`src/include/acl_pkg.sv`:
```
package acl_pkg;

    // register byte offsets
    localparam logic [11:0] ACL_OFF_CTRL = 12'h000;
    localparam logic [11:0] ACL_OFF_PROTO = 12'h004;
    localparam logic [11:0] ACL_OFF_SRC_ADDR = 12'h008;
    localparam logic [11:0] ACL_OFF_SRC_MASK = 12'h00c;
    localparam logic [11:0] ACL_OFF_DST_ADDR = 12'h010;
    localparam logic [11:0] ACL_OFF_DST_MASK = 12'h014;
    localparam logic [11:0] ACL_OFF_HITS = 12'h018;
    localparam logic [11:0] ACL_OFF_STATUS = 12'h01c;

    // control word field positions
    localparam int ACL_FT_POS = 0;
    localparam int ACL_ACT_POS = 2;
    localparam int ACL_PM_POS = 3;
    localparam int ACL_TTL_POS = 6;
    localparam int ACL_FRAG_POS = 8;
    localparam int ACL_OPT_POS = 10;
    localparam int ACL_SRC_POS = 12;
    localparam int ACL_DST_POS = 14;
    localparam logic [31:0] ACL_CTRL_MASK = 32'h0000ffff;

    // reset values
    localparam logic [31:0] ACL_CTRL_RST = 32'h00000000;
    localparam logic [31:0] ACL_WORD_RST = 32'h00000000;
    localparam logic [7:0] ACL_PROTO_RST = 8'h00;
    localparam logic [2:0] ACL_STATUS_RST = 3'h0;

    // protocol numbers and header limits
    localparam logic [7:0] ACL_IP_ICMP = 8'h01;
    localparam logic [7:0] ACL_IP_UDP = 8'h11;
    localparam logic [7:0] ACL_IP_TCP = 8'h06;
    localparam logic [3:0] ACL_IHL_MIN = 4'h5;
    localparam logic [7:0] ACL_TTL_ZERO = 8'h00;
    localparam logic [12:0] ACL_FOFF_ZERO = 13'h0000;
    localparam logic [31:0] ACL_HITS_ONE = 32'h00000001;

    // frame type of an entry, also the kind of an ingress frame
    typedef enum logic [1:0] {
        ACL_FT_ANY = 2'h0,
        ACL_FT_ETH = 2'h1,
        ACL_FT_ARP = 2'h2,
        ACL_FT_IPV4 = 2'h3
    } acl_ftype_e;

    // protocol filter modes
    typedef enum logic [2:0] {
        ACL_PM_ANY = 3'h0,
        ACL_PM_SPEC = 3'h1,
        ACL_PM_ICMP = 3'h2,
        ACL_PM_UDP = 3'h3,
        ACL_PM_TCP = 3'h4
    } acl_pmode_e;

    // three-way settings: ttl, fragment, options
    typedef enum logic [1:0] {
        ACL_TRI_ANY = 2'h0,
        ACL_TRI_NO = 2'h1,
        ACL_TRI_YES = 2'h2
    } acl_tri_e;

    // address filter modes
    typedef enum logic [1:0] {
        ACL_AM_ANY = 2'h0,
        ACL_AM_HOST = 2'h1,
        ACL_AM_NET = 2'h2
    } acl_amode_e;

endpackage : acl_pkg

```
`src/include/acl_addr_if.sv`:
```
`timescale 1ns/1ps
`default_nettype none
interface acl_addr_if;
    acl_pkg::acl_amode_e mode;
    logic [31:0] cfg_addr;
    logic [31:0] cfg_mask;
    logic [31:0] frm_addr;
    logic ok;
    modport cmp(input mode, input cfg_addr, input cfg_mask, input frm_addr, output ok);
    modport ctl(output mode, output cfg_addr, output cfg_mask, output frm_addr, input ok);
endinterface : acl_addr_if
`default_nettype wire

```
`src/design/acl_addr_match.sv`:
```
`timescale 1ns/1ps
`default_nettype none
module acl_addr_match (
    // address filter
    acl_addr_if.cmp bus
);
    import acl_pkg::*;

    // host exact, network under mask, any passes
    always_comb begin
        case (bus.mode)
            ACL_AM_ANY: bus.ok = 1'b1;
            ACL_AM_HOST: bus.ok = (bus.frm_addr == bus.cfg_addr);
            ACL_AM_NET: begin
                bus.ok = ((bus.frm_addr & bus.cfg_mask) == (bus.cfg_addr & bus.cfg_mask));
            end
            default: bus.ok = 1'b0;
        endcase
    end

endmodule : acl_addr_match
`default_nettype wire

```
`src/design/acl_hdr_match.sv`:
```
`timescale 1ns/1ps
`default_nettype none
module acl_hdr_match (
    // entry settings
    input wire acl_pkg::acl_pmode_e pmode,
    input wire logic [7:0] proto_val,
    input wire acl_pkg::acl_tri_e ttl_mode,
    input wire acl_pkg::acl_tri_e frag_mode,
    input wire acl_pkg::acl_tri_e opt_mode,
    // frame header
    input wire logic [7:0] proto,
    input wire logic [7:0] ttl,
    input wire logic mf,
    input wire logic [12:0] frag_off,
    input wire logic [3:0] ihl,
    // per-field pass: {opt, frag, ttl, proto}
    output logic [3:0] ok
);
    import acl_pkg::*;

    logic is_frag;
    logic has_opt;
    logic ttl_pos;

    // header properties
    assign is_frag = mf | (frag_off != ACL_FOFF_ZERO);
    assign has_opt = (ihl > ACL_IHL_MIN);
    assign ttl_pos = (ttl != ACL_TTL_ZERO);

    // protocol field compare
    always_comb begin
        case (pmode)
            ACL_PM_ANY: ok[0] = 1'b1;
            ACL_PM_SPEC: ok[0] = (proto == proto_val);
            ACL_PM_ICMP: ok[0] = (proto == ACL_IP_ICMP);
            ACL_PM_UDP: ok[0] = (proto == ACL_IP_UDP);
            ACL_PM_TCP: ok[0] = (proto == ACL_IP_TCP);
            default: ok[0] = 1'b0;
        endcase
        // ttl, fragment and option compares
        case (ttl_mode)
            ACL_TRI_ANY: ok[1] = 1'b1;
            ACL_TRI_NO: ok[1] = !ttl_pos;
            ACL_TRI_YES: ok[1] = ttl_pos;
            default: ok[1] = 1'b0;
        endcase
        case (frag_mode)
            ACL_TRI_ANY: ok[2] = 1'b1;
            ACL_TRI_NO: ok[2] = !is_frag;
            ACL_TRI_YES: ok[2] = is_frag;
            default: ok[2] = 1'b0;
        endcase
        case (opt_mode)
            ACL_TRI_ANY: ok[3] = 1'b1;
            ACL_TRI_NO: ok[3] = !has_opt;
            ACL_TRI_YES: ok[3] = has_opt;
            default: ok[3] = 1'b0;
        endcase
    end

endmodule : acl_hdr_match
`default_nettype wire

```
`src/design/acl_entry_matcher.sv`:
```
// Function
// protocol don't-care ignores the IPv4 protocol field.
// specific protocol mode matches only frames equal to the 8-bit value.
// ICMP, UDP, TCP selections restrict to that protocol, enable L4 fields.
// ttl zero mode rejects frames with ttl above zero.
// ttl non-zero mode accepts ttl above zero; don't-care ignores ttl.
// fragment no rejects frames with MF set or nonzero offset.
// fragment yes accepts fragmented frames; don't-care ignores fragmentation.
// options no rejects headers longer than minimum.
// options yes accepts frames with options; don't-care ignores them.
// source filter don't-care skips the source address.
// source host mode needs exact source address equality.
// source network mode compares both addresses under the source mask.
// destination filter don't-care skips the destination address.
// destination host mode needs exact destination address equality.
// destination network mode compares only where destination mask is one.
// source mask used only in network mode; address in host and network.
// IPv4 entries match only IPv4 frames; ethernet-type entries exclude IPv4.
// a hit forwards under permit and discards under deny.
// hit counter increments once per matching frame.
// ICMP, UDP, TCP are protocol numbers 1, 17, 6.
// entry hits only when every enabled comparison passes; the code applies the field and address compares to IPv4 entries only.
`timescale 1ns/1ps
`default_nettype none
module acl_entry_matcher (
    // clock and reset
    input wire logic pclk,
    input wire logic presetn,
    // apb slave
    input wire logic psel,
    input wire logic penable,
    input wire logic pwrite,
    input wire logic [11:0] paddr,
    input wire logic [31:0] pwdata,
    output logic [31:0] prdata,
    output logic pready,
    output logic pslverr,
    // parsed ingress header
    input wire logic hdr_valid,
    input wire acl_pkg::acl_ftype_e hdr_kind,
    input wire logic [7:0] hdr_proto,
    input wire logic [7:0] hdr_ttl,
    input wire logic hdr_mf,
    input wire logic [12:0] hdr_frag_off,
    input wire logic [3:0] hdr_ihl,
    input wire logic [31:0] hdr_src,
    input wire logic [31:0] hdr_dst,
    // entry verdict
    output logic res_valid,
    output logic res_hit,
    output logic res_forward,
    output logic res_drop,
    output logic l4_match_en
);
    import acl_pkg::*;

    logic [31:0] ctrl;
    logic [7:0] proto_val;
    logic [31:0] src_addr;
    logic [31:0] src_mask;
    logic [31:0] dst_addr;
    logic [31:0] dst_mask;
    logic [31:0] hits;
    logic [31:0] next_hits;
    logic [2:0] status;
    logic [31:0] next_rdata;
    logic addr_hit;
    logic wr_en;
    logic hits_clr;

    acl_ftype_e cfg_ftype;
    acl_pmode_e cfg_pmode;
    acl_tri_e cfg_ttl;
    acl_tri_e cfg_frag;
    acl_tri_e cfg_opt;
    logic cfg_permit;

    logic [3:0] field_ok;
    logic [1:0] addr_ok;
    logic type_ok;
    logic ip_ok;
    logic next_hit;

    // address filter channels: 0 source, 1 destination
    acl_addr_if aif[2]();

    // control word fields
    assign cfg_ftype = acl_ftype_e'(ctrl[ACL_FT_POS +: 2]);
    assign cfg_permit = ctrl[ACL_ACT_POS];
    assign cfg_pmode = acl_pmode_e'(ctrl[ACL_PM_POS +: 3]);
    assign cfg_ttl = acl_tri_e'(ctrl[ACL_TTL_POS +: 2]);
    assign cfg_frag = acl_tri_e'(ctrl[ACL_FRAG_POS +: 2]);
    assign cfg_opt = acl_tri_e'(ctrl[ACL_OPT_POS +: 2]);

    // protocol selections that open the layer-4 fields
    assign l4_match_en = (cfg_ftype == ACL_FT_IPV4) &&
        ((cfg_pmode == ACL_PM_ICMP) || (cfg_pmode == ACL_PM_UDP) ||
        (cfg_pmode == ACL_PM_TCP));

    // apb decode, zero wait states
    always_comb begin
        case (paddr)
            ACL_OFF_CTRL: addr_hit = 1'b1;
            ACL_OFF_PROTO: addr_hit = 1'b1;
            ACL_OFF_SRC_ADDR: addr_hit = 1'b1;
            ACL_OFF_SRC_MASK: addr_hit = 1'b1;
            ACL_OFF_DST_ADDR: addr_hit = 1'b1;
            ACL_OFF_DST_MASK: addr_hit = 1'b1;
            ACL_OFF_HITS: addr_hit = 1'b1;
            ACL_OFF_STATUS: addr_hit = 1'b1;
            default: addr_hit = 1'b0;
        endcase
    end

    assign pready = 1'b1;
    assign pslverr = psel & penable & ~addr_hit;
    assign wr_en = psel & penable & pwrite & addr_hit;
    assign hits_clr = wr_en && (paddr == ACL_OFF_HITS);

    // read mux, sampled in the setup cycle
    always_comb begin
        case (paddr)
            ACL_OFF_CTRL: next_rdata = ctrl;
            ACL_OFF_PROTO: next_rdata = {24'h000000, proto_val};
            ACL_OFF_SRC_ADDR: next_rdata = src_addr;
            ACL_OFF_SRC_MASK: next_rdata = src_mask;
            ACL_OFF_DST_ADDR: next_rdata = dst_addr;
            ACL_OFF_DST_MASK: next_rdata = dst_mask;
            ACL_OFF_HITS: next_rdata = hits;
            ACL_OFF_STATUS: next_rdata = {29'h00000000, status};
            default: next_rdata = ACL_WORD_RST;
        endcase
    end

    // read data register
    always_ff @(posedge pclk or negedge presetn) begin
        if (!presetn) begin
            prdata <= ACL_WORD_RST;
        end else if (psel && !penable && !pwrite) begin
            prdata <= next_rdata;
        end
    end

    // entry configuration registers
    always_ff @(posedge pclk or negedge presetn) begin
        if (!presetn) begin
            ctrl <= ACL_CTRL_RST;
            proto_val <= ACL_PROTO_RST;
            src_addr <= ACL_WORD_RST;
            src_mask <= ACL_WORD_RST;
            dst_addr <= ACL_WORD_RST;
            dst_mask <= ACL_WORD_RST;
        end else if (wr_en) begin
            case (paddr)
                ACL_OFF_CTRL: ctrl <= pwdata & ACL_CTRL_MASK;
                ACL_OFF_PROTO: proto_val <= pwdata[7:0];
                ACL_OFF_SRC_ADDR: src_addr <= pwdata;
                ACL_OFF_SRC_MASK: src_mask <= pwdata;
                ACL_OFF_DST_ADDR: dst_addr <= pwdata;
                ACL_OFF_DST_MASK: dst_mask <= pwdata;
                default: ;
            endcase
        end
    end

    // address filter wiring
    assign aif[0].mode = acl_amode_e'(ctrl[ACL_SRC_POS +: 2]);
    assign aif[0].cfg_addr = src_addr;
    assign aif[0].cfg_mask = src_mask;
    assign aif[0].frm_addr = hdr_src;
    assign aif[1].mode = acl_amode_e'(ctrl[ACL_DST_POS +: 2]);
    assign aif[1].cfg_addr = dst_addr;
    assign aif[1].cfg_mask = dst_mask;
    assign aif[1].frm_addr = hdr_dst;

    // one comparator per address channel
    for (genvar gi = 0; gi < 2; gi++) begin : g_addr
        acl_addr_match u_addr (
            .bus(aif[gi].cmp)
        );
        assign addr_ok[gi] = aif[gi].ok;
    end

    // protocol, ttl, fragment and option compares
    acl_hdr_match u_hdr (
        .pmode(cfg_pmode),
        .proto_val(proto_val),
        .ttl_mode(cfg_ttl),
        .frag_mode(cfg_frag),
        .opt_mode(cfg_opt),
        .proto(hdr_proto),
        .ttl(hdr_ttl),
        .mf(hdr_mf),
        .frag_off(hdr_frag_off),
        .ihl(hdr_ihl),
        .ok(field_ok)
    );

    // frame type gate
    always_comb begin
        case (cfg_ftype)
            ACL_FT_ANY: type_ok = 1'b1;
            ACL_FT_ETH: type_ok = (hdr_kind == ACL_FT_ETH);
            ACL_FT_ARP: type_ok = (hdr_kind == ACL_FT_ARP);
            ACL_FT_IPV4: type_ok = (hdr_kind == ACL_FT_IPV4);
            default: type_ok = 1'b0;
        endcase
    end

    // ip fields count only for ipv4 entries
    assign ip_ok = (cfg_ftype != ACL_FT_IPV4) || ((&field_ok) && (&addr_ok));
    assign next_hit = type_ok && ip_ok;

    // verdict register, one cycle after the header
    always_ff @(posedge pclk or negedge presetn) begin
        if (!presetn) begin
            res_valid <= 1'b0;
            res_hit <= 1'b0;
            res_forward <= 1'b0;
            res_drop <= 1'b0;
        end else begin
            res_valid <= hdr_valid;
            res_hit <= hdr_valid && next_hit;
            res_forward <= hdr_valid && next_hit && cfg_permit;
            res_drop <= hdr_valid && next_hit && !cfg_permit;
        end
    end

    // hit count, a hit in the clearing cycle still counts
    always_comb begin
        next_hits = hits_clr ? ACL_WORD_RST : hits;
        if (hdr_valid && next_hit) begin
            next_hits = next_hits + ACL_HITS_ONE;
        end
    end

    always_ff @(posedge pclk or negedge presetn) begin
        if (!presetn) begin
            hits <= ACL_WORD_RST;
        end else begin
            hits <= next_hits;
        end
    end

    // last verdict for software: {valid, forward, hit}
    always_ff @(posedge pclk or negedge presetn) begin
        if (!presetn) begin
            status <= ACL_STATUS_RST;
        end else if (hdr_valid) begin
            status <= {1'b1, next_hit && cfg_permit, next_hit};
        end
    end

    // checks on the field compares
    AST_PROTO_ANY: assert property (@(posedge pclk) disable iff (!presetn)
        (cfg_pmode == ACL_PM_ANY) |-> field_ok[0])
        else $error("protocol don't-care did not pass");

    AST_PROTO_SPEC: assert property (@(posedge pclk) disable iff (!presetn)
        (cfg_pmode == ACL_PM_SPEC) |-> (field_ok[0] == (hdr_proto == proto_val)))
        else $error("specific protocol compare wrong");

    AST_PROTO_NUM: assert property (@(posedge pclk) disable iff (!presetn)
        (cfg_pmode == ACL_PM_UDP) |-> (field_ok[0] == (hdr_proto == 8'h11)))
        else $error("udp selection uses wrong protocol number");

    AST_TTL_ZERO: assert property (@(posedge pclk) disable iff (!presetn)
        hdr_valid && (cfg_ftype == ACL_FT_IPV4) && (cfg_ttl == ACL_TRI_NO) &&
        (hdr_ttl != 8'h00) |=> !res_hit)
        else $error("frame with ttl above zero hit a zero-ttl entry");

    AST_TTL_NONZERO: assert property (@(posedge pclk) disable iff (!presetn)
        (cfg_ttl == ACL_TRI_YES) |-> (field_ok[1] == (hdr_ttl != 8'h00)))
        else $error("non-zero ttl compare wrong");

    AST_FRAG_NO: assert property (@(posedge pclk) disable iff (!presetn)
        (cfg_frag == ACL_TRI_NO) && (hdr_mf || (hdr_frag_off != 13'h0000))
        |-> !field_ok[2])
        else $error("fragment passed a no-fragment entry");

    AST_OPT_NO: assert property (@(posedge pclk) disable iff (!presetn)
        (cfg_opt == ACL_TRI_NO) |-> (field_ok[3] == (hdr_ihl <= 4'h5)))
        else $error("option compare wrong");

    AST_SRC_NET: assert property (@(posedge pclk) disable iff (!presetn)
        (aif[0].mode == ACL_AM_NET) |->
        (addr_ok[0] == (((hdr_src ^ src_addr) & src_mask) == 32'h00000000)))
        else $error("source network compare wrong");

    AST_DST_HOST: assert property (@(posedge pclk) disable iff (!presetn)
        (aif[1].mode == ACL_AM_HOST) |-> (addr_ok[1] == (hdr_dst == dst_addr)))
        else $error("destination host compare wrong");

    AST_FRAG_YES: assert property (@(posedge pclk) disable iff (!presetn)
        (cfg_frag == ACL_TRI_YES) |-> (field_ok[2] == (hdr_mf || (hdr_frag_off != 13'h0000))))
        else $error("fragment yes compare wrong");

    AST_OPT_YES: assert property (@(posedge pclk) disable iff (!presetn)
        (cfg_opt == ACL_TRI_YES) |-> (field_ok[3] == (hdr_ihl > 4'h5)))
        else $error("option yes compare wrong");

    AST_PROTO_ICMP: assert property (@(posedge pclk) disable iff (!presetn)
        (cfg_pmode == ACL_PM_ICMP) |-> (field_ok[0] == (hdr_proto == 8'h01)))
        else $error("icmp protocol number wrong");

    AST_PROTO_TCP: assert property (@(posedge pclk) disable iff (!presetn)
        (cfg_pmode == ACL_PM_TCP) |-> (field_ok[0] == (hdr_proto == 8'h06)))
        else $error("tcp protocol number wrong");

    AST_SRC_HOST: assert property (@(posedge pclk) disable iff (!presetn)
        (aif[0].mode == ACL_AM_HOST) |-> (addr_ok[0] == (hdr_src == src_addr)))
        else $error("source host compare wrong");

    AST_DST_NET: assert property (@(posedge pclk) disable iff (!presetn)
        (aif[1].mode == ACL_AM_NET) |->
        (addr_ok[1] == (((hdr_dst ^ dst_addr) & dst_mask) == 32'h00000000)))
        else $error("destination network compare wrong");

    AST_RES_PULSE: assert property (@(posedge pclk) disable iff (!presetn)
        (res_hit || res_forward || res_drop) |-> res_valid)
        else $error("verdict without a valid pulse");

    // checks on the verdict
    AST_FTYPE: assert property (@(posedge pclk) disable iff (!presetn)
        hdr_valid && (hdr_kind == ACL_FT_IPV4) && (cfg_ftype == ACL_FT_ETH)
        |=> res_valid && !res_hit)
        else $error("ipv4 frame hit an ethernet-type entry");

    AST_ALL_FIELDS: assert property (@(posedge pclk) disable iff (!presetn)
        hdr_valid && (cfg_ftype == ACL_FT_IPV4) && !((&field_ok) && (&addr_ok))
        |=> !res_hit && !res_forward && !res_drop)
        else $error("entry hit with a failing field");

    AST_ACTION: assert property (@(posedge pclk) disable iff (!presetn)
        res_hit |-> (res_forward != res_drop) && (res_forward == $past(cfg_permit)))
        else $error("hit verdict does not follow the action");

    AST_HIT_COUNT: assert property (@(posedge pclk) disable iff (!presetn)
        hdr_valid && next_hit && !hits_clr |=> (hits == $past(hits) + 32'h00000001))
        else $error("hit counter did not advance by one");

    AST_NO_HIT_HOLD: assert property (@(posedge pclk) disable iff (!presetn)
        !(hdr_valid && next_hit) && !hits_clr |=> $stable(hits))
        else $error("hit counter moved without a hit");

endmodule : acl_entry_matcher
`default_nettype wire

```
`config.mk`:
```
export PLATFORM = sky130hd
export DESIGN_NAME = acl_entry_matcher
export DESIGN_NICKNAME = d
export VERILOG_FILES = /design/src/include/acl_pkg.sv /design/src/include/acl_addr_if.sv /design/src/design/acl_addr_match.sv /design/src/design/acl_hdr_match.sv /design/src/design/acl_entry_matcher.sv
export SDC_FILE = /design/constraint.sdc
export NUM_CORES = 1
export LEC_CHECK = 0
export BUFFER_PORTS_ARGS = -buffer_cell sky130_fd_sc_hd__buf_4
export CELL_PAD_IN_SITES_DETAIL_PLACEMENT = 1
export CELL_PAD_IN_SITES_GLOBAL_PLACEMENT = 1
export CORE_ASPECT_RATIO = 2
export CORE_MARGIN = 2
export CORE_UTILIZATION = 45
export CTS_CLUSTER_DIAMETER = 200
export DETAILED_ROUTE_END_ITERATION = 8
export HOLD_SLACK_MARGIN = 0.02
export PLACE_DENSITY = 0.87
export SYNTH_ARGS = -nofsm -noshare
export SYNTH_HDL_FRONTEND = slang
export SYNTH_SLANG_ARGS = --single-unit
```
`constraint.sdc`:
```
create_clock -name pclk -period 3.08 [get_ports pclk]
set_input_delay 0.154 -clock pclk [delete_from_list [all_inputs] [get_ports pclk]]
set_output_delay 0.154 -clock pclk [all_outputs]
set_load 0.005 [all_outputs]
```
# Word level (Yosys, flattened, before mapping)
# Memories as Yosys holds them, arrays and structs flattened.
# Cells that the tools add are included.
# word_totals
register_bits	223
latch_bits	0
ramBits	0
rom_bits	32
in_bits	150
output_inout_bits	39
memories	1
# mem_list
name	depth	width	rd	rd_ports_with_merged_regs	write_ports	line_no	text
(no name shown)	32	1	1	0	0	acl_entry_matcher.sv:102	case (paddr)
# op_classes
add_sub_neg	1
multipliers	0
div	0
order_cmp	1
n_eq_ne	36
n_shift	0
muxes	11
n_bitwise	10
n_reduce_logical	38
# op_table
cell	n
32-bit one-hot mux with 8 select lines	1
32-bit AND	4
32-bit equality test	4
32-bit 2-to-1 mux	2
12-bit by 5-bit equality test with 1-bit output (second input constant)	4
32-bit by 1-bit adder with 32-bit output (second input constant)	1
12-bit by 4-bit equality test with 1-bit output (second input constant)	2
2-bit equality test (second input constant)	9
1-bit one-hot mux with 3 select lines	5
2-bit by 1-bit equality test with 1-bit output (second input constant)	7
2-bit AND reduction	7
13-bit nonzero test	1
12-bit by 3-bit equality test with 1-bit output (second input constant)	1
12-bit logical NOT	1
2-bit logical NOT	6
1-bit logical AND	10
8-bit by 1-bit equality test with 1-bit output (second input constant)	1
8-bit by 3-bit equality test with 1-bit output (second input constant)	1
8-bit by 5-bit equality test with 1-bit output (second input constant)	1
8-bit equality test	1
8-bit nonzero test	1
7-bit logical NOT	1
3-bit by 2-bit equality test with 1-bit output (second input constant)	2
1-bit logical NOT	6
13 further kinds	18

# Longest topological paths before layout
# Gate-level depths: netlist of the first run.
# logic_depth
word_depth	10
ltp_mapped	14
mapped_depth_nobuf	13

# Cells and area by module
# Synthesis of the first run repeated with hierarchy kept, for this count alone.
# hier_totals
cells_unflattened	1073
area_unflattened_um2	11991.5
# modules_own_cells
module	instances	cells_per_inst	area_each_um2	seq_area_each_um2
acl_entry_matcher	1	892	10639.0	5580.4
acl_addr_match	2	66	513.0	0.0
acl_hdr_match	1	49	326.6	0.0

# Worst setup path after synthesis of the first run
# No wires, ideal clock.
# synth_path
path_kind	input port to flip-flop
start	input paddr[11]
end	register hits[26]
setup_ps	126
arrival_time_ps	2449
required_ps	2954
path_slack_ps	505
cell_stages	13
path_cell_list	or4_1 nor3_1 nand4_1 and2_1 ha_1 and3_1 and2_1 nand3_1 nor2_1 and2_1 nand3_1 or3_1 a21oi_1
# synth_via
elab_chain_len	7
elab_cells_between_ends	8
classes_between	1 x add/sub; 1 x eq/ne; 3 x mux; 1 x bitwise; 2 x reduce/logical
# synth_rtl
element	line_no	text
from (decl)	acl_entry_matcher.sv:33	input wire logic [11:0] paddr,
7-bit logical NOT	acl_entry_matcher.sv:102	
1-bit 2-to-1 mux	acl_entry_matcher.sv:102	
1-bit AND	acl_entry_matcher.sv:117	assign wr_en = psel & penable & pwrite & addr_hit;
1-bit logical AND (*)	acl_entry_matcher.sv:118	assign hits_clr = wr_en && (paddr == ACL_OFF_HITS);
32-bit 2-to-1 mux (*)	acl_entry_matcher.sv:231	next_hits = hits_clr ? ACL_WORD_RST : hits;
32-bit by 1-bit adder with 32-bit output	acl_entry_matcher.sv:233	next_hits = next_hits + ACL_HITS_ONE;
32-bit 2-to-1 mux (*)	acl_entry_matcher.sv:232	if (hdr_valid && next_hit) begin
net next_hits[26]	acl_entry_matcher.sv:64	logic [31:0] next_hits;
to (signal assigned)	acl_entry_matcher.sv:241	hits <= next_hits;
to (decl)	acl_entry_matcher.sv:63	logic [31:0] hits;
# Mark *: on every way through the listed nets, which the timed path passes. The rest lies on a longest branch.
# A chain may end at the register's enable or synchronous reset.

# Worst setup path in the final report of the first run
# layout_path
start	register ctrl[4]
end	register hits[7]
# layout_via
elab_chain_len	8
elab_cells_between_ends	12
classes_between	4 x eq/ne; 2 x mux; 6 x reduce/logical
# layout_rtl
element	line_no	text
from (decl)	acl_entry_matcher.sv:57	logic [31:0] ctrl;
from (signal assigned)	acl_entry_matcher.sv:155	ACL_OFF_CTRL: ctrl <= pwdata & ACL_CTRL_MASK;
3-bit equality test (tied with other cells)	acl_hdr_match.sv:32	case (pmode)
1-bit one-hot mux with 5 select lines (*)	acl_hdr_match.sv:32	
4-bit AND reduction (*)	acl_entry_matcher.sv:211	assign ip_ok = (cfg_ftype != ACL_FT_IPV4) || ((&field_ok) && (&addr_ok));
1-bit logical AND (*)	acl_entry_matcher.sv:211	
1-bit logical OR (*)	acl_entry_matcher.sv:211	
1-bit logical AND (*)	acl_entry_matcher.sv:212	assign next_hit = type_ok && ip_ok;
1-bit logical AND (*)	acl_entry_matcher.sv:232	
32-bit 2-to-1 mux (*)	acl_entry_matcher.sv:232	
net next_hits[7]	acl_entry_matcher.sv:64	
# Marked as above.

==> key figures, run 1 <==
Run status
  – Outcome: finished, violations left
  – Failing checks: setup timing

Finish
  – Fillers: 2583
  – Layout net count: 1377
  – Commonest non-fill, non-tap cells in the layout: dfrtp_1, buf_4, mux2_2, nand2_1, xor2_1
  – Share of cells above drive strength 1: 36.4%
  – Finished Cell Area: 0.0146 mm²
  – Layout area overhead: 29.7%
  – Post-layout util: 59.4%
  – Commonest non-fill, non-tap cell in the layout: dfrtp_1

Critical path
  – Crit path kind: flip-flop to flip-flop
  – Critical path arrival: 3.56 ns
  – R2R setup slack: -0.03 ns
  – Slowest stage cell, crit path: o41a_1
  – CP Launch Type: flip-flop
  – Crit-path cells: nor2b_2, nor3b_1, xor2_1, a211oi_1, a41oi_1, o41a_1, buf_6, clkbuf_16, or3_4, a21oi_2
  – Top delay family on crit path: compound AO/OA/AOI/OAI gates
  – Crit. End Element: flip-flop
  – WP data required: 3.53 ns
  – Buffers & Inverters on Critical Path: 2
  – CP Max Fanout: 7
  – Biggest cell delay along the critical path: 0.53 ns

Synthesis
  – EDFF count, synth: 0
  – Synth area leader: dfrtp_1
  – Synth Flop Type: dfrtp_1
  – Synthesized area: 0.0112 mm²
  – Synth top area share: 49.7%
  – Yosys cell types: 53
  – Register area share after synthesis: 49.7%
  – Synthesis-stage register bit count: 223
  – Synth top area cells: dfrtp_1, mux2_2, xor2_1
  – Post-synth ARST share: 100%
  – Syn. warnings: 0
  – Net Count, Synth: 1148
  – Post-Syn Instances: 997
  – Synthesized area per cell: 11.3 µm²

Pwr
  – LEAKAGE: 7.00 nW
  – Pwr/cell area: 464 mW/mm²
  – Worst vdd ir: 0.000376 V
  – Design Power: 6.76 mW

Clock tree
  – CTS tree: yes
  – H-tree depth: 1
  – Root buffer cell: clkbuf_16
  – Num Clock Sinks: 223
  – Clock Path Buffers: 3
  – Reg clk slew, reported paths: 0.06 ns
  – Clk Latency, worst-skew pair: 0.54 ns
  – Num CTS Buffers: 22

Detailed routing
  – DRC Markers: 0
  – WL final: 47.8 mm
  – First DRT Iteration DRCs: 1190
  – DR pass1 iterations: 9
  – Routed length per placed instance: 30.3 µm
  – Routed Antenna Nets: 0
  – Vias per inst: 6.56
  – Via count: 10300

Floorplan
  – Die width: 116 µm
  – I/O pin count: 189
  – Starting Density: 45.8%
  – Die footprint: 0.0263 mm²
  – Core area: 0.0245 mm²
  – Std-Cell Rows: 81
  – Die Span Y: 227 µm

Timing
  – Worst setup margin: -0.0277 ns
  – Setup TNS: -0.0277 ns
  – Fmax: 322 MHz
  – Slew Limit Fails: 0
  – Clk_skew: 0.0167 ns
  – Slew at the pin with the worst max-slew slack: 0.925 ns
  – Final hold vios: 0
  – Period utilization: 101%
  – Period minus WS final: 3.11 ns
  – Setup-failing EPs final: 1
  – Max_slew headroom: 38.1%
  – RSZ-0062 raised after global routing: true

Placement
  – Place WS: 0.00262 ns
  – Routability cong.: 0.973
  – DP Area: 0.0132 mm²
  – Port buffer count: 186
  – Final HPWL DP: 31.9 mm

Global route
  – Initial antenna violation count: 1
  – Gr usage total: 35.2%
  – Largest net degree at the start of global routing: 96
  – First-pass GRT wire length: 68.3 mm
  – Grt ovf: 0
  – Vias in the first global route: 11100

Job
  – MaxCap Viol Count: 0

Min path
  – HP Class: primary input to asynchronous set/reset pin
[logic make-up after synthesis]
group                      after synthesis  share of synthesized area (%)
buffers and inverters                   67                           2.53
xor gates and xnor gates                79                           6.16
muxes                                  159                           15.9
other                                    1                         0.0334
adders and majority gates                1                          0.111
and+or+nand+nor                        238                           11.3
AOI/OAI and AO/OA                      229                           14.3
DFF                                    223                           49.7
[path summary, 6_finish.rpt]
kind,start,to,cells after the start
setup / recovery,ctrl[4],hits[7],10
hold / removal,presetn,res_valid,2
setup reg to reg,ctrl[4],hits[7],10
hold reg to reg,prdata[26],prdata[26],2
max in group asynchronous,presetn,aif[0].cfg_addr[10],3
min in group pclk,paddr[3],hits[10],3
[state kept, by name, indices dropped and copies added, names as in the netlist]
register	flops
aif.cfg_addr	64
aif.cfg_mask	64
ctrl	16
hits	32
prdata	32
proto_val	8
res_drop	1
res_forward	1
res_hit	1
res_valid	1
status	3
[metrics by stage]
| stage | std cells | hold slack, ns |
|---|---|---|
| floorplan | 997 | -0.142 |
| global placement | 1491 | 0.221 |
| detailed placement | 1491 | 0.230 |
| CTS | 1565 | 0.179 |
| global route | 1575 | 0.242 |
| finish | 1575 | 0.227 |
[timing repair]
item / CTS / global route
endpoints found under the setup margin: 5 / 24
hold buffers: 34 / 0
resized for setup: 2 / 15
gates cloned: 0 / 3
endpoints found under the hold margin: 249 / 0
setup buffers: 0 / 6
pin swaps: 0 / 14
[where the power goes]
group | total, mW | internal, mW | switching [mW] | leakage, nW
combinational | 0.607 | 0.277 | 0.331 | 3.53
clock | 3.12 | 1.88 | 1.24 | 0.401
sequential | 3.03 | 2.97 | 0.0591 | 3.07
total | 6.76 | 5.13 | 1.63 | 7.00
[synth_stat cells (5+ instances only)]
library cell and instances:
dfrtp_1 223, a31o_2 5, nand3_1 14, or4_1 5
nor4_1 27, and2_1 9, o21ai_0 32, nand4b_1 8
o31ai_1 6, nand2_1 81, a21o_1 13, nor2_1 26
nor3_1 8, xor2_1 72, inv_1 14, clkbuf_1 29
buf_2 14, a221oi_1 5, a22o_1 7, buf_1 7
and3_1 17, mux2_2 153, a22oi_1 63, a21oi_1 55
a222oi_1 23, mux2i_1 6, nand4_1 20, xnor2_1 7
[area by class of cell]
| class | count | area [µm²] | area share, % |
|---|---|---|---|
| Sequential cell | 223 | 5580 | 38.3 |
| Clock buffer | 29 | 638 | 4.38 |
| Timing Repair Buffer | 258 | 2210 | 15.2 |
| Antenna cell | 1 | 2.50 | 0.0172 |
| Multi-Input combinational cell | 707 | 5480 | 37.6 |
| Inverter | 14 | 56.3 | 0.387 |
| Tap cell | 332 | 415 | 2.85 |
| Clock inverter | 11 | 185 | 1.27 |
[per-layer routing]
metal	part of all wire, %	GRT usage, %	up-vias
li1	-	-	4202
met1	32	36.5	5196
met2	52	62.7	679
met3	6.8	5.01	250
met4	9.2	27.3	0
met5	0	0	-
(Power assumes the default switching activity.)
==> run 2, diff against run 1 <==
clock period = 3.1 ns   (was 3.08 ns; I/O delays follow)
==> key figures, run 2 (synthesis gave the netlist of run 1 again) <==
Timing
  – Slew Limit Fails: 0
  – Setup-failing EPs final: 1
  – Final hold vios: 0
  – Period minus WS final: 3.11 ns
  – Worst setup margin: -0.00768 ns
  – Max_slew headroom: 46.0%
  – Clk_skew: 0.0172 ns
  – Fmax: 322 MHz
  – RSZ-0062 raised after global routing: true
  – Period utilization: 100%
  – Slew at the pin with the worst max-slew slack: 0.808 ns

Floorplan
  – Std-Cell Rows: 81
  – I/O pin count: 189
  – Die width: 116 µm
  – Die Span Y: 227 µm
  – Die footprint: 0.0263 mm²
  – Core area: 0.0245 mm²
  – Starting Density: 45.8%

Finish
  – Commonest non-fill, non-tap cells in the layout: dfrtp_1, buf_4, mux2_2, nand2_1, xor2_1
  – Commonest non-fill, non-tap cell in the layout: dfrtp_1
  – Diodes inserted: 0
  – Share of cells above drive strength 1: 35.4%
  – Post-layout util: 58.6%
  – Layout area overhead: 28.0%
  – Layout net count: 1371

Clock tree
  – Reg clk slew, reported paths: 0.07 ns
  – H-tree depth: 1
  – Num CTS Buffers: 22
  – Root buffer cell: clkbuf_16
  – Post-CTS Setup Bufs: 0
  – CTS tree: yes
  – Clock Path Buffers: 3
  – Clk Latency, worst-skew pair: 0.53 ns
  – Num Clock Sinks: 223

Global route
  – Initial antenna violation count: 1
  – Gr usage total: 35.2%
  – First-pass GRT wire length: 68.3 mm
  – Vias in the first global route: 11300
  – Largest net degree at the start of global routing: 88
  – Grt ovf: 0

Pwr
  – Design Power: 6.51 mW
  – Seq pwr share: 46.3%
  – Combinational Power Share: 9.0%
  – Sw Pwr: 1.59 mW
  – Pwr/cell area: 452 mW/mm²
  – LEAKAGE: 6.94 nW
  – Int Pwr: 4.91 mW
  – Net Sw Frac: 24.5%
  – Clock power frac: 44.8%
  – Worst vdd ir: 0.000414 V

Critical path
  – Critical path arrival: 3.56 ns
  – CP Max Fanout: 29
  – Crit path kind: flip-flop to flip-flop
  – WP data required: 3.55 ns
  – Crit. End Element: flip-flop
  – Biggest cell delay along the critical path: 0.55 ns
  – R2R setup slack: -0.008 ns
  – Worst reg2reg startpoint: aif[0].cfg_addr[27]
  – Buffers & Inverters on Critical Path: 2
  – Top delay family on crit path: simple AND/OR/NAND/NOR gates
  – Worst-case reg-to-reg path depth: 10
  – CP Launch Type: flip-flop
  – Crit-path cells: xor2_1, nor4_2, buf_4, nand4_1, o21a_1, o32a_1, o41a_1, buf_12, or4_1, a21oi_2
  – Slowest stage cell, crit path: or4_1
  – Reg2Reg Capture Point: hits[21]

Detailed routing
  – First DRT Iteration DRCs: 921
  – Via count: 10200
  – DRC Markers: 0
  – Routed Antenna Nets: 0
  – DR pass1 iterations: 8
  – WL final: 46.5 mm
  – Routed length per placed instance: 29.7 µm
  – Vias per inst: 6.50

Placement
  – Routability cong.: 0.979
  – Final HPWL DP: 32.6 mm
  – Port buffer count: 186

Run status
  – Failing checks: setup timing
  – Outcome: finished, violations left

Job
  – MaxCap Viol Count: 0

Min path
  – HP Class: primary input to asynchronous set/reset pin
run 2: how the worst max path moves through the flow:
stage,to,slack (ns),cells past startpoint,from
finish,hits[21],-0.008,10,aif[0].cfg_addr[27]
global route,hits[21],-0.09,10,aif[0].cfg_addr[27]
CTS,hits[21],0.04,10,aif[1].cfg_addr[0]
detailed placement,hits[28],-0.03,14,paddr[11]
global placement,hits[31],0.16,9,aif[0].cfg_addr[21]
floorplan,hits[26],0.52,13,paddr[11]
run 2: layer usage:
layer / vias to the layer above / track usage [%] / wire length [µm]
li1: 4180 / - / -
met1: 5130 / 35.9 / 14800
met2: 634 / 61.2 / 24000
met3: 244 / 5.96 / 2990
met4: 2 / 30.2 / 4720
met5: - / 0 / 13
run 2: power by group through the flow:
stage | combinational, mW | clock, mW | sequential, mW
after detailed placement | 0.529 | 0 | 3.06
after global routing | 0.620 | 3.05 | 3.01
after global placement | 0.505 | 0 | 3.06
after floorplan | 0.186 | 0 | 3.04
after CTS | 0.569 | 2.94 | 3.01
final | 0.583 | 2.91 | 3.01
run 2: cell type report:
class | instances | area (µm²)
fillers | 2624 | 10100
flip-flops and latches | 223 | 5580
multi-input cells | 707 | 5440
repair buffers | 252 | 2110
clock buffers | 32 | 679
well taps | 332 | 415
clock inverters | 8 | 104
inverters | 14 | 52.6
run 2: timing repair:
action / CTS / global route
resized for setup: 0 / 8
setup endpoints to repair: 0 / 30
endpoints found under the hold margin: 240 / 0
hold buffers: 34 / 0
run 2: metrics by stage:
stage	instances	hold slack, ns	setup slack, ns	area (µm²)	TNS [ns]
6_report	1568	0.215	-0.00768	14400	-0.00768
5_1_grt	1568	0.276	-0.0854	14400	-0.840
4_1_cts	1567	0.236	0.0396	14300	0
3_5_place_dp	1493	0.200	-0.0291	13200	-0.0291
3_3_place_gp	1493	0.192	0.164	13200	0
2_1_floorplan	997	-0.141	0.524	11200	0
